### src/rtl/bank_legality_pkg.sv
// Package for the four-bank command legality block.
// Assumes one 50 MHz clock; all times converted to cycles here.
package bank_legality_pkg;

  // ----------------------------------------
  // Clock and timing
  // ----------------------------------------
  localparam int CLK_PERIOD_NS = 20;
  localparam int PRECHARGE_TIME_NS = 15;
  localparam int ACTIVATE_TO_COLUMN_TIME_NS = 15;
  localparam int WRITE_RECOVERY_TIME_NS = 15;
  localparam int WRITE_TO_READ_TIME_NS = 10;
  localparam int SELF_REFRESH_EXIT_TIME_NS = 75;
  // Least times round up, never below one cycle
  localparam int PRECHARGE_CYC = (PRECHARGE_TIME_NS + CLK_PERIOD_NS - 1) / CLK_PERIOD_NS;
  localparam int ACT_TO_COL_CYC = (ACTIVATE_TO_COLUMN_TIME_NS + CLK_PERIOD_NS - 1) / CLK_PERIOD_NS;
  localparam int WRITE_RECOVERY_CYC = (WRITE_RECOVERY_TIME_NS + CLK_PERIOD_NS - 1) / CLK_PERIOD_NS;
  localparam int WRITE_TO_READ_CYC = (WRITE_TO_READ_TIME_NS + CLK_PERIOD_NS - 1) / CLK_PERIOD_NS;
  localparam int SELF_REFRESH_EXIT_CYC = (SELF_REFRESH_EXIT_TIME_NS + CLK_PERIOD_NS - 1) / CLK_PERIOD_NS;

  // ----------------------------------------
  // Command codes {cs_n, ras_n, cas_n, we_n}
  // ----------------------------------------
  localparam logic [3:0] CODE_ACTIVATE  = 4'h3;
  localparam logic [3:0] CODE_READ      = 4'h5;
  localparam logic [3:0] CODE_WRITE     = 4'h4;
  localparam logic [3:0] CODE_PRECHARGE = 4'h2;
  localparam logic [3:0] CODE_REFRESH   = 4'h1;
  localparam logic [3:0] CODE_LOAD_MODE = 4'h0;
  localparam logic [3:0] CODE_TERMINATE = 4'h6;
  localparam logic [3:0] CODE_NOP       = 4'h7;

  typedef enum logic [2:0] {
    CMD_NONE      = 3'b000,
    CMD_ACTIVATE  = 3'b001,
    CMD_READ      = 3'b010,
    CMD_WRITE     = 3'b011,
    CMD_PRECHARGE = 3'b100,
    CMD_ALL_BANK  = 3'b101,
    CMD_TERMINATE = 3'b110
  } cmd_t;

  typedef enum logic [2:0] {
    BANK_IDLE        = 3'b000,
    BANK_ACTIVATING  = 3'b001,
    BANK_ACTIVE      = 3'b010,
    BANK_READ        = 3'b011,
    BANK_WRITE       = 3'b100,
    BANK_AP_ACCESS   = 3'b101,
    BANK_PRECHARGING = 3'b110
  } bank_state_t;

  localparam logic [2:0] CNT_ZERO = 3'h0;
  localparam logic [2:0] CNT_ONE  = 3'h1;
endpackage

### src/rtl/bank_tracker.sv
// One bank's state and timing counters.
// Assumes commands arrive already decoded and qualified by the parent.
`timescale 1ns/1ns
module bank_tracker
  import bank_legality_pkg::*;
#(
  parameter int CNT_W = 5
)(
  input  wire logic             clk,
  input  wire logic             rst_n,
  input  wire logic             hit,
  input  wire cmd_t             cmd,
  input  wire logic             auto_pre,
  input  wire logic [CNT_W-1:0] access_len,
  input  wire logic [CNT_W-1:0] burst_len,
  input  wire logic             terminate,
  output bank_state_t           state,
  output logic [CNT_W-1:0]      count
);

  bank_state_t      next_state;
  logic [CNT_W-1:0] next_count;
  logic             ap_write;
  logic             next_ap_write;

  // ----------------------------------------
  // Next-state logic
  // ----------------------------------------
  always_comb
  begin
    next_state    = state;
    next_count    = (count != '0) ? count - 1'b1 : count;
    next_ap_write = ap_write;
    case (state)
      BANK_IDLE:
      begin
        if (hit && cmd == CMD_ACTIVATE)
        begin
          next_state = BANK_ACTIVATING;
          next_count = CNT_W'(ACT_TO_COL_CYC);
        end
      end
      BANK_ACTIVATING:
        if (count <= CNT_W'(CNT_ONE))
          next_state = BANK_ACTIVE;
      BANK_ACTIVE, BANK_READ, BANK_WRITE:
      begin
        // burst state until done or cut
        if (state != BANK_ACTIVE && (count <= CNT_W'(CNT_ONE) || terminate))
          next_state = BANK_ACTIVE;
        if (hit && (cmd == CMD_READ || cmd == CMD_WRITE))
        begin
          next_state = auto_pre ? BANK_AP_ACCESS : (cmd == CMD_READ ? BANK_READ : BANK_WRITE);
          next_count = auto_pre ? access_len : burst_len;
        end
        else if (hit && cmd == CMD_PRECHARGE)
        begin
          next_state = BANK_PRECHARGING;
          next_count = CNT_W'(PRECHARGE_CYC);
        end
      end
      BANK_AP_ACCESS:
        if (count <= CNT_W'(CNT_ONE))
        begin
          next_state = BANK_PRECHARGING;
          next_count = CNT_W'(PRECHARGE_CYC);
        end
      // back to idle after precharge time
      BANK_PRECHARGING:
        if (count <= CNT_W'(CNT_ONE))
          next_state = BANK_IDLE;
      default:
        next_state = BANK_IDLE;
    endcase
    if (hit)
      next_ap_write = (cmd == CMD_WRITE);
  end

  // ----------------------------------------
  // State registers
  // ----------------------------------------
  always_ff @(posedge clk)
  begin
    if (!rst_n)
    begin
      state    <= BANK_IDLE;
      count    <= '0;
      ap_write <= 1'b0;
    end
    else
    begin
      state    <= next_state;
      count    <= next_count;
      ap_write <= next_ap_write;
    end
  end

  a_pre_to_idle: assert property (@(posedge clk) disable iff (!rst_n)
    state == BANK_PRECHARGING && count == CNT_W'(CNT_ONE) |=> state == BANK_IDLE)
    else $error("precharge did not end in idle");

endmodule // bank_tracker

### src/rtl/cross_bank_command_legality.sv
// Cross-bank command checker for a four-bank double-data-rate memory.
// Assumes command pins already sampled on clk; clock_enable comes from a pin.
`timescale 1ns/1ns

// Notes on behaviour
// - Checks only with clock enable high twice
// - Idle once precharge time has elapsed
// - Row active after activate-to-column time
// - Burst state until completion or termination
// - Auto precharge: access then precharge
// - Read precharge starts at earliest precharge
// - Write precharge starts after write recovery
// - Access runs from command to precharge
// - Other banks accept nondisruptive commands
// - Terminate applies to current burst bank
// - Read and write include both variants
// - Other bank follows its own state
// - Decode activate, read, write, precharge
// - Deselect and nop continue operations
// - Precharging returns idle after precharge time
module cross_bank_command_legality
  import bank_legality_pkg::*;
#(
  parameter int BANKS         = 4,
  parameter int CNT_W         = 5,
  parameter int BURST_LENGTH  = 4,
  parameter int READ_LATENCY  = 2,
  parameter int AP_BIT        = 10
)(
  input  wire logic        clk,
  input  wire logic        rst_n,
  input  wire logic        clock_enable,
  input  wire logic        self_refresh_exit,
  input  wire logic        chip_select_n,
  input  wire logic        row_strobe_n,
  input  wire logic        column_strobe_n,
  input  wire logic        write_enable_n,
  input  wire logic [1:0]  bank_addr,
  input  wire logic [12:0] addr,
  output logic             cmd_accepted,
  output logic             cmd_illegal,
  output logic             timing_violation,
  output logic [BANKS-1:0] bank_idle,
  output logic [BANKS-1:0] bank_busy
);

  localparam int HALF_BL = BURST_LENGTH / 2;
  localparam logic [CNT_W-1:0] HALF_BL_CYC = CNT_W'(HALF_BL);
  localparam logic [CNT_W-1:0] RD_ACCESS = CNT_W'(HALF_BL);
  localparam logic [CNT_W-1:0] WR_ACCESS = CNT_W'(1 + HALF_BL + WRITE_RECOVERY_CYC);
  localparam logic [CNT_W-1:0] WR_TO_RD = CNT_W'(1 + HALF_BL + WRITE_TO_READ_CYC);
  localparam logic [CNT_W-1:0] RD_TO_WR = CNT_W'(READ_LATENCY + HALF_BL);
  localparam logic [CNT_W-1:0] SR_EXIT  = CNT_W'(SELF_REFRESH_EXIT_CYC);

  // ----------------------------------------
  // Pin synchronisers for clock enable
  // ----------------------------------------
  logic [2:0]       cke_sync;
  logic             cke_prev;
  logic [CNT_W-1:0] sr_count;
  logic [CNT_W-1:0] next_sr_count;
  logic             cke_stable;

  always_ff @(posedge clk)
  begin
    if (!rst_n)
    begin
      cke_sync <= 3'h0;
      cke_prev <= 1'b0;
    end
    else
    begin
      cke_sync <= {cke_sync[1:0], clock_enable};
      cke_prev <= cke_stable;
    end
  end

  // Level counts once second and third stages agree
  assign cke_stable = (cke_sync[2] == cke_sync[1]) ? cke_sync[1] : cke_prev;

  // ----------------------------------------
  // Command decode
  // ----------------------------------------
  logic [3:0] code;
  cmd_t       cmd;
  logic       checking;
  logic       auto_pre;

  assign code     = {chip_select_n, row_strobe_n, column_strobe_n, write_enable_n};
  assign auto_pre = addr[AP_BIT];
  // only with enable held and exit time met
  assign checking = cke_prev && cke_stable && (sr_count == '0);

  always_comb
  begin
    case (code)
      CODE_ACTIVATE:  cmd = CMD_ACTIVATE;
      CODE_READ:      cmd = CMD_READ;
      CODE_WRITE:     cmd = CMD_WRITE;
      CODE_PRECHARGE: cmd = CMD_PRECHARGE;
      CODE_REFRESH:   cmd = CMD_ALL_BANK;
      CODE_LOAD_MODE: cmd = CMD_ALL_BANK;
      CODE_TERMINATE: cmd = CMD_TERMINATE;
      default:        cmd = CMD_NONE;
    endcase
    if (chip_select_n || !checking)
      cmd = CMD_NONE;
  end

  // Self refresh exit window
  always_comb
  begin
    next_sr_count = (sr_count != '0) ? sr_count - 1'b1 : sr_count;
    if (self_refresh_exit)
      next_sr_count = SR_EXIT;
  end

  always_ff @(posedge clk)
  begin
    if (!rst_n)
      sr_count <= '0;
    else
      sr_count <= next_sr_count;
  end

  // ----------------------------------------
  // Per-bank trackers
  // ----------------------------------------
  bank_state_t      state [BANKS];
  logic [CNT_W-1:0] count [BANKS];
  logic [BANKS-1:0] hit;
  logic [1:0]       burst_bank;
  logic [1:0]       next_burst_bank;
  logic             legal;
  logic             term_hit;

  for (genvar b = 0; b < BANKS; b++)
  begin : g_bank
    assign hit[b]       = (bank_addr == 2'(b)) && cmd_accepted;
    assign bank_idle[b] = (state[b] == BANK_IDLE);
    assign bank_busy[b] = (state[b] == BANK_READ) || (state[b] == BANK_WRITE)
                          || (state[b] == BANK_AP_ACCESS);
    bank_tracker #(
      .CNT_W (CNT_W)
    ) u_bank (
      .clk        (clk),
      .rst_n      (rst_n),
      .hit        (hit[b]),
      .cmd        (cmd),
      .auto_pre   (auto_pre),
      .access_len (cmd == CMD_WRITE ? WR_ACCESS : RD_ACCESS),
      .burst_len  (HALF_BL_CYC),
      // terminate only the current burst bank
      .terminate  (term_hit && burst_bank == 2'(b)),
      .state      (state[b]),
      .count      (count[b])
    );
  end

  // ----------------------------------------
  // Cross-bank spacing tracker
  // ----------------------------------------
  logic [CNT_W-1:0] rd_block;
  logic [CNT_W-1:0] wr_block;
  logic [CNT_W-1:0] next_rd_block;
  logic [CNT_W-1:0] next_wr_block;
  logic             rd_running;

  assign rd_running = (state[burst_bank] == BANK_READ);
  assign term_hit   = cmd_accepted && cmd == CMD_TERMINATE;

  // Legality of the decoded command against bank states
  always_comb
  begin
    legal = 1'b1;
    case (cmd)
      CMD_ACTIVATE:
        legal = state[bank_addr] == BANK_IDLE;
      CMD_READ, CMD_WRITE:
        legal = state[bank_addr] == BANK_ACTIVE || state[bank_addr] == BANK_READ
                || state[bank_addr] == BANK_WRITE;
      CMD_PRECHARGE:
        legal = state[bank_addr] != BANK_ACTIVATING && state[bank_addr] != BANK_AP_ACCESS;
      CMD_ALL_BANK:
        legal = &bank_idle;
      // terminate must name the read burst bank
      CMD_TERMINATE:
        legal = rd_running && (bank_addr == burst_bank);
      default:
        legal = 1'b1;
    endcase
  end

  // other banks judged by own state
  assign cmd_accepted = (cmd != CMD_NONE) && legal && !timing_violation;
  assign cmd_illegal  = (cmd != CMD_NONE) && !legal;

  always_comb
  begin
    next_rd_block   = (rd_block != '0) ? rd_block - 1'b1 : rd_block;
    next_wr_block   = (wr_block != '0) ? wr_block - 1'b1 : wr_block;
    next_burst_bank = burst_bank;
    if (cmd_accepted && cmd == CMD_WRITE)
    begin
      next_rd_block   = WR_TO_RD;
      next_wr_block   = HALF_BL_CYC;
      next_burst_bank = bank_addr;
    end
    else if (cmd_accepted && cmd == CMD_READ)
    begin
      next_rd_block   = HALF_BL_CYC;
      next_wr_block   = RD_TO_WR;
      next_burst_bank = bank_addr;
    end
    if (term_hit)
      next_wr_block = '0;
  end

  always_ff @(posedge clk)
  begin
    if (!rst_n)
    begin
      rd_block   <= '0;
      wr_block   <= '0;
      burst_bank <= 2'h0;
    end
    else
    begin
      rd_block   <= next_rd_block;
      wr_block   <= next_wr_block;
      burst_bank <= next_burst_bank;
    end
  end

  always_comb
  begin
    timing_violation = 1'b0;
    if (legal && cmd == CMD_READ && rd_block > CNT_W'(CNT_ONE))
      timing_violation = 1'b1;
    if (legal && cmd == CMD_WRITE && wr_block > CNT_W'(CNT_ONE))
      timing_violation = 1'b1;
  end

  // ----------------------------------------
  // Checks
  // ----------------------------------------
  // all-bank command only when idle
  a_all_bank_idle: assert property (@(posedge clk) disable iff (!rst_n)
    cmd_accepted && cmd == CMD_ALL_BANK |-> bank_idle == '1)
    else $error("all-bank command accepted while busy");

  a_viol_refused: assert property (@(posedge clk) disable iff (!rst_n)
    timing_violation |-> !cmd_accepted)
    else $error("command taken inside spacing window");

  a_cke_gate: assert property (@(posedge clk) disable iff (!rst_n)
    !cke_stable |-> !cmd_accepted)
    else $error("command taken with clock enable low");

  a_wr_rd_gap: assert property (@(posedge clk) disable iff (!rst_n)
    cmd_accepted && cmd == CMD_WRITE |=> rd_block == WR_TO_RD)
    else $error("write to read spacing wrong");

  a_rd_wr_gap: assert property (@(posedge clk) disable iff (!rst_n)
    cmd_accepted && cmd == CMD_READ && !term_hit |=> wr_block == RD_TO_WR)
    else $error("read to write spacing wrong");

  a_act_state: assert property (@(posedge clk) disable iff (!rst_n)
    cmd_accepted && cmd == CMD_ACTIVATE |=> state[$past(bank_addr)] == BANK_ACTIVATING)
    else $error("activate did not open row");

  a_ap_access: assert property (@(posedge clk) disable iff (!rst_n)
    cmd_accepted && cmd == CMD_READ && auto_pre |=> state[$past(bank_addr)] == BANK_AP_ACCESS)
    else $error("auto precharge access not entered");

  a_decode_act: assert property (@(posedge clk) disable iff (!rst_n)
    checking && code == CODE_ACTIVATE |-> cmd == CMD_ACTIVATE)
    else $error("activate decode wrong");

  a_nop_idle: assert property (@(posedge clk) disable iff (!rst_n)
    (chip_select_n || code == CODE_NOP) |-> !cmd_accepted && !cmd_illegal)
    else $error("nop treated as command");

endmodule // cross_bank_command_legality

### config.mk
export PLATFORM = sky130hd
export DESIGN_NAME = cross_bank_command_legality
export DESIGN_NICKNAME = d
export VERILOG_FILES = /design/src/rtl/bank_legality_pkg.sv /design/src/rtl/bank_tracker.sv /design/src/rtl/cross_bank_command_legality.sv
export SDC_FILE = /design/constraint.sdc
export NUM_CORES = 1
export LEC_CHECK = 0
export BUFFER_PORTS_ARGS = -buffer_cell sky130_fd_sc_hd__buf_2
export CAP_MARGIN = 20
export CELL_PAD_IN_SITES_DETAIL_PLACEMENT = 1
export CELL_PAD_IN_SITES_GLOBAL_PLACEMENT = 1
export CORE_MARGIN = 1.5
export CORE_UTILIZATION = 49
export DETAILED_ROUTE_END_ITERATION = 10
export PLACE_DENSITY_LB_ADDON = 0.1
export SKIP_LAST_GASP = 1
export SYNTH_ARGS = -nofsm -noshare
export SYNTH_HDL_FRONTEND = slang
export SYNTH_SLANG_ARGS = --single-unit
### constraint.sdc
create_clock -name clk -period 8.8 [get_ports clk]
set_input_delay 2.64 -clock clk [delete_from_list [all_inputs] [get_ports clk]]
set_output_delay 2.64 -clock clk [all_outputs]
set_load 0.02 [all_outputs]
==> summary.md <==
| Metric | Value |
|---|---|
| CP required | `6.16 ns` |
| CTS Buf Count | `5` |
| Hold Vio Cnt, Final | `0` |
| Number of antenna violations at the first check in global routing | `0` |
| Fill cells | `1,043` |
| Buf+Inv Stages, Crit Path | `3` |
| Net count, final | `583` |
| Clk_skew | `0.00984 ns` |
| Post-synth cell types | `75` |
| Yosys warning count | `0` |
| Largest area contributor in the netlist | `dfxtp_1` |
| Max-Cap Viols | `0` |
| Pwr/cell area | `269 mW/mm^2` |
| Crit Path Category | `input port to output port` |
| Fin crit share | `89.5%` |
| Cts repair resizes | `0` |
| GRT Resource Usage Total | `29.5%` |
| Cts-stage hold buffer count | `0` |
| Mux share of post-synthesis cell area | `6.40%` |
| Post-detailed-route via-to-cell ratio | `6.51` |
| Crit Path Max Fanout | `19` |
| Layout cells sized above 1 | `10.1%` |
| WL/cell | `19.7 um` |
| Vias in the first global route | `4,248` |
| Die area | `0.00923 sq mm` |
| Maximum vdd drop | `0.149 mV` |
| Die Span X | `96.1 um` |
| Commonest cells after routing, fill and taps aside | `53 x dfxtp_1, 51 x nand2_1, 43 x nor2_1` |
| Synthesis-stage register bit count | `53` |
| Crit path max-delay family | `buffers and inverters` |
| Max-slew headroom | `39.7%` |
| Fmax | `127 MHz` |
| Routed via count | `4,235` |
| Post-synth EDFFs | `0` |
| Crit. End Element | `output port` |
| Seq/Total Area, Yosys | `25.0%` |
| H-tree levels | `2` |
| Cells after DPL | `644` |
| Setup TNS | `0 ns` |
| Static leakage | `1.69 nW` |
| Pins over their slew limit | `0` |
| GP Congestion | `0.896` |
| Clk Latency, worst-skew pair | `0.31 ns` |
| Routed Antenna Nets | `0` |
| Setup violations, final | `0` |
| Syn nets | `585` |
| Post-Route WL | `12.8 mm` |
| Worst-Margin Slew | `0.895 ns` |
| CTS tree | `done` |
| Synth top area cells | `dfxtp_1 25%, nand2_1 4.5%, ha_1 4.1%` |
| First-pass GRT wire length | `21.0 mm` |
| Syn Inst Count | `548` |
| Tmin final | `7.87 ns` |
| Post-DP HPWL | `9.67 mm` |
| Register area | `0.00106 sq mm` |
| Top Ports | `34` |
| Root Buffer | `clkbuf_8` |
| Most used DFF post-synth | `dfxtp_1` |
| Largest net degree at the start of global routing | `34` |
| XOR/XNOR Fraction of Synth Area | `3.09%` |
| Row Count | `33` |
| Clk slew on worst S/H paths | `0.09 ns` |
| Synth Area in Simple Gates | `26.4%` |
| DR DRC count | `0` |
| Post-Synth Adder-Cell Area | `4.13%` |
| Area growth, synth to finish | `4.16%` |
| Min-Delay Path Class | `flip-flop to flip-flop` |
| Inserted Diodes | `0` |
| Synth Area in Compound Gates | `28.4%` |
| Mapped Area | `0.00425 sq mm` |
| Clk sink count | `53` |
| Clk buf depth | `2` |
| CP dominant cell by count | `buf_2` |
| Largest family of logic cells by synthesized area | `compound AO/OA/AOI/OAI gates` |
| Final instance count without filler cells | `651` |
| Fin Hold WS | `0.461 ns` |
| Most common library cell in the layout ignoring fill and taps | `dfxtp_1` |
| Post-CTS Setup Bufs | `0` |
| Avg Inst Size Synth | `7.75 sq um` |
| Core Area | `0.00830 sq mm` |
| Worst path max stage delay | `0.58 ns` |
| PortBufs | `21` |
| Worst-path cell chain | `buf_2 > mux4_2 > o21ai_0 > nand3_2 > o21ai_2 > inv_1 > buf_2` |
| RSZ-0062 raised after global routing | `no` |
| Share of the synthesized area in the top cell type | `25.0%` |
| Initial DRT Pass Iterations | `5` |
| Status | `completed` |
| Grt total ovfl | `0` |
| Drt initial violations | `386` |
| Asr flop ratio synth | `0%` |
| Util after Layout | `53.3%` |
| Crit path DAT | `5.23 ns` |
| Crit path launch type | `input port` |
| Initial Util | `51.2%` |
| Chip height | `96.1 um` |
| Worst path slowest cell | `mux4_2` |
| Multi-input gate area | `0.00291 sq mm` |
cell families (layout without fill, tap and decap cells):
group	after synthesis	after routing
buf+inv	63	61
flops	53	53
xor+xnor	15	15
fa+ha+maj	14	14
mux	22	22
simple gates	213	213
compound gates	168	168
through the flow:
stage	total power, mW	setup slack [ns]	cell area, sq um
global route	1.29	0.794	4420
floorplan	0.880	1.52	4250
CTS	1.18	0.965	4420
finish	1.19	0.927	4420
detailed placement	1.04	0.981	4340
global placement	0.995	1.00	4340
worst register-to-register path, delay by kind of cell, from the launching register on:
family | cells | cell delay [ns]
buf+inv | 1 | 0.08
simple gates | 3 | 1.45
flops | 1 | 0.34
fa+ha+maj | 1 | 0.15
compound gates | 5 | 1.57
power breakdown:
group	leakage, nW	internal [mW]	switching (mW)
Combinational	1.21	0.275	0.384
Clock	0.0443	0.0628	0.0835
Sequential	0.434	0.297	0.0873
sequential cells by signal, indices dropped and copies added, names as in the netlist:
| signal | cells |
|---|---|
| cke_prev | 1 |
| g_bank.u_bank.count | 20 |
| wr_block | 5 |
| sr_count | 5 |
| cke_sync | 3 |
| g_bank.u_bank.state | 12 |
| rd_block | 5 |
| burst_bank | 2 |
final timing paths:
kind / start / endpoint / slack [ns] / depth (start not counted)
setup / recovery: bank_addr[1] / cmd_accepted / 0.93 / 7
hold / removal: cke_sync[0] / cke_sync[1] / 0.46 / 1
setup reg to reg: sr_count[0] / g_bank[3].u_bank.state[1] / 5.12 / 10
hold reg to reg: cke_sync[0] / cke_sync[1] / 0.46 / 1
final cells by class:
cell class | instances | area share (%)
Multi-Input combinational cell | 432 | 65.7
Sequential cell | 53 | 24.0
Tap cell | 105 | 2.97
Timing Repair Buffer | 23 | 2.72
Inverter | 31 | 2.63
Clock buffer | 7 | 1.95
synthesized netlist by cell type (3+ instances only):
cell type / number
nor3_1: 32
nor3b_1: 3
a21o_1: 7
o31ai_1: 4
nor2_1: 43
nand4_1: 3
nand3_1: 6
a31oi_1: 6
o211ai_2: 3
o2111ai_1: 3
or2_2: 3
and2_1: 11
buf_6: 4
o22ai_1: 9
nor4_1: 3
mux2i_1: 17
nor2b_1: 14
ha_1: 14
clkbuf_1: 22
o211ai_1: 9
o21a_1: 7
nand2b_1: 16
a21oi_1: 32
mux4_2: 4
a21boi_0: 3
nand2_1: 51
or4b_1: 3
o32ai_1: 4
o21ai_0: 33
inv_1: 30
xnor2_1: 13
a211oi_1: 9
a41oi_1: 6
or3_1: 7
and3_1: 5
a22oi_1: 6
dfxtp_1: 53
buf_2: 3
metal layers:
layer  track usage, %  vias to the layer above  wire length [um]
met5                0                        -                 0
met1             37.0                     2089              5590
met2             51.1                      118              6310
li1                 -                     2001                 -
met3             4.82                       27               685
met4             9.56                        0               272
No activity file was read; power rests on OpenSTA's default activity.
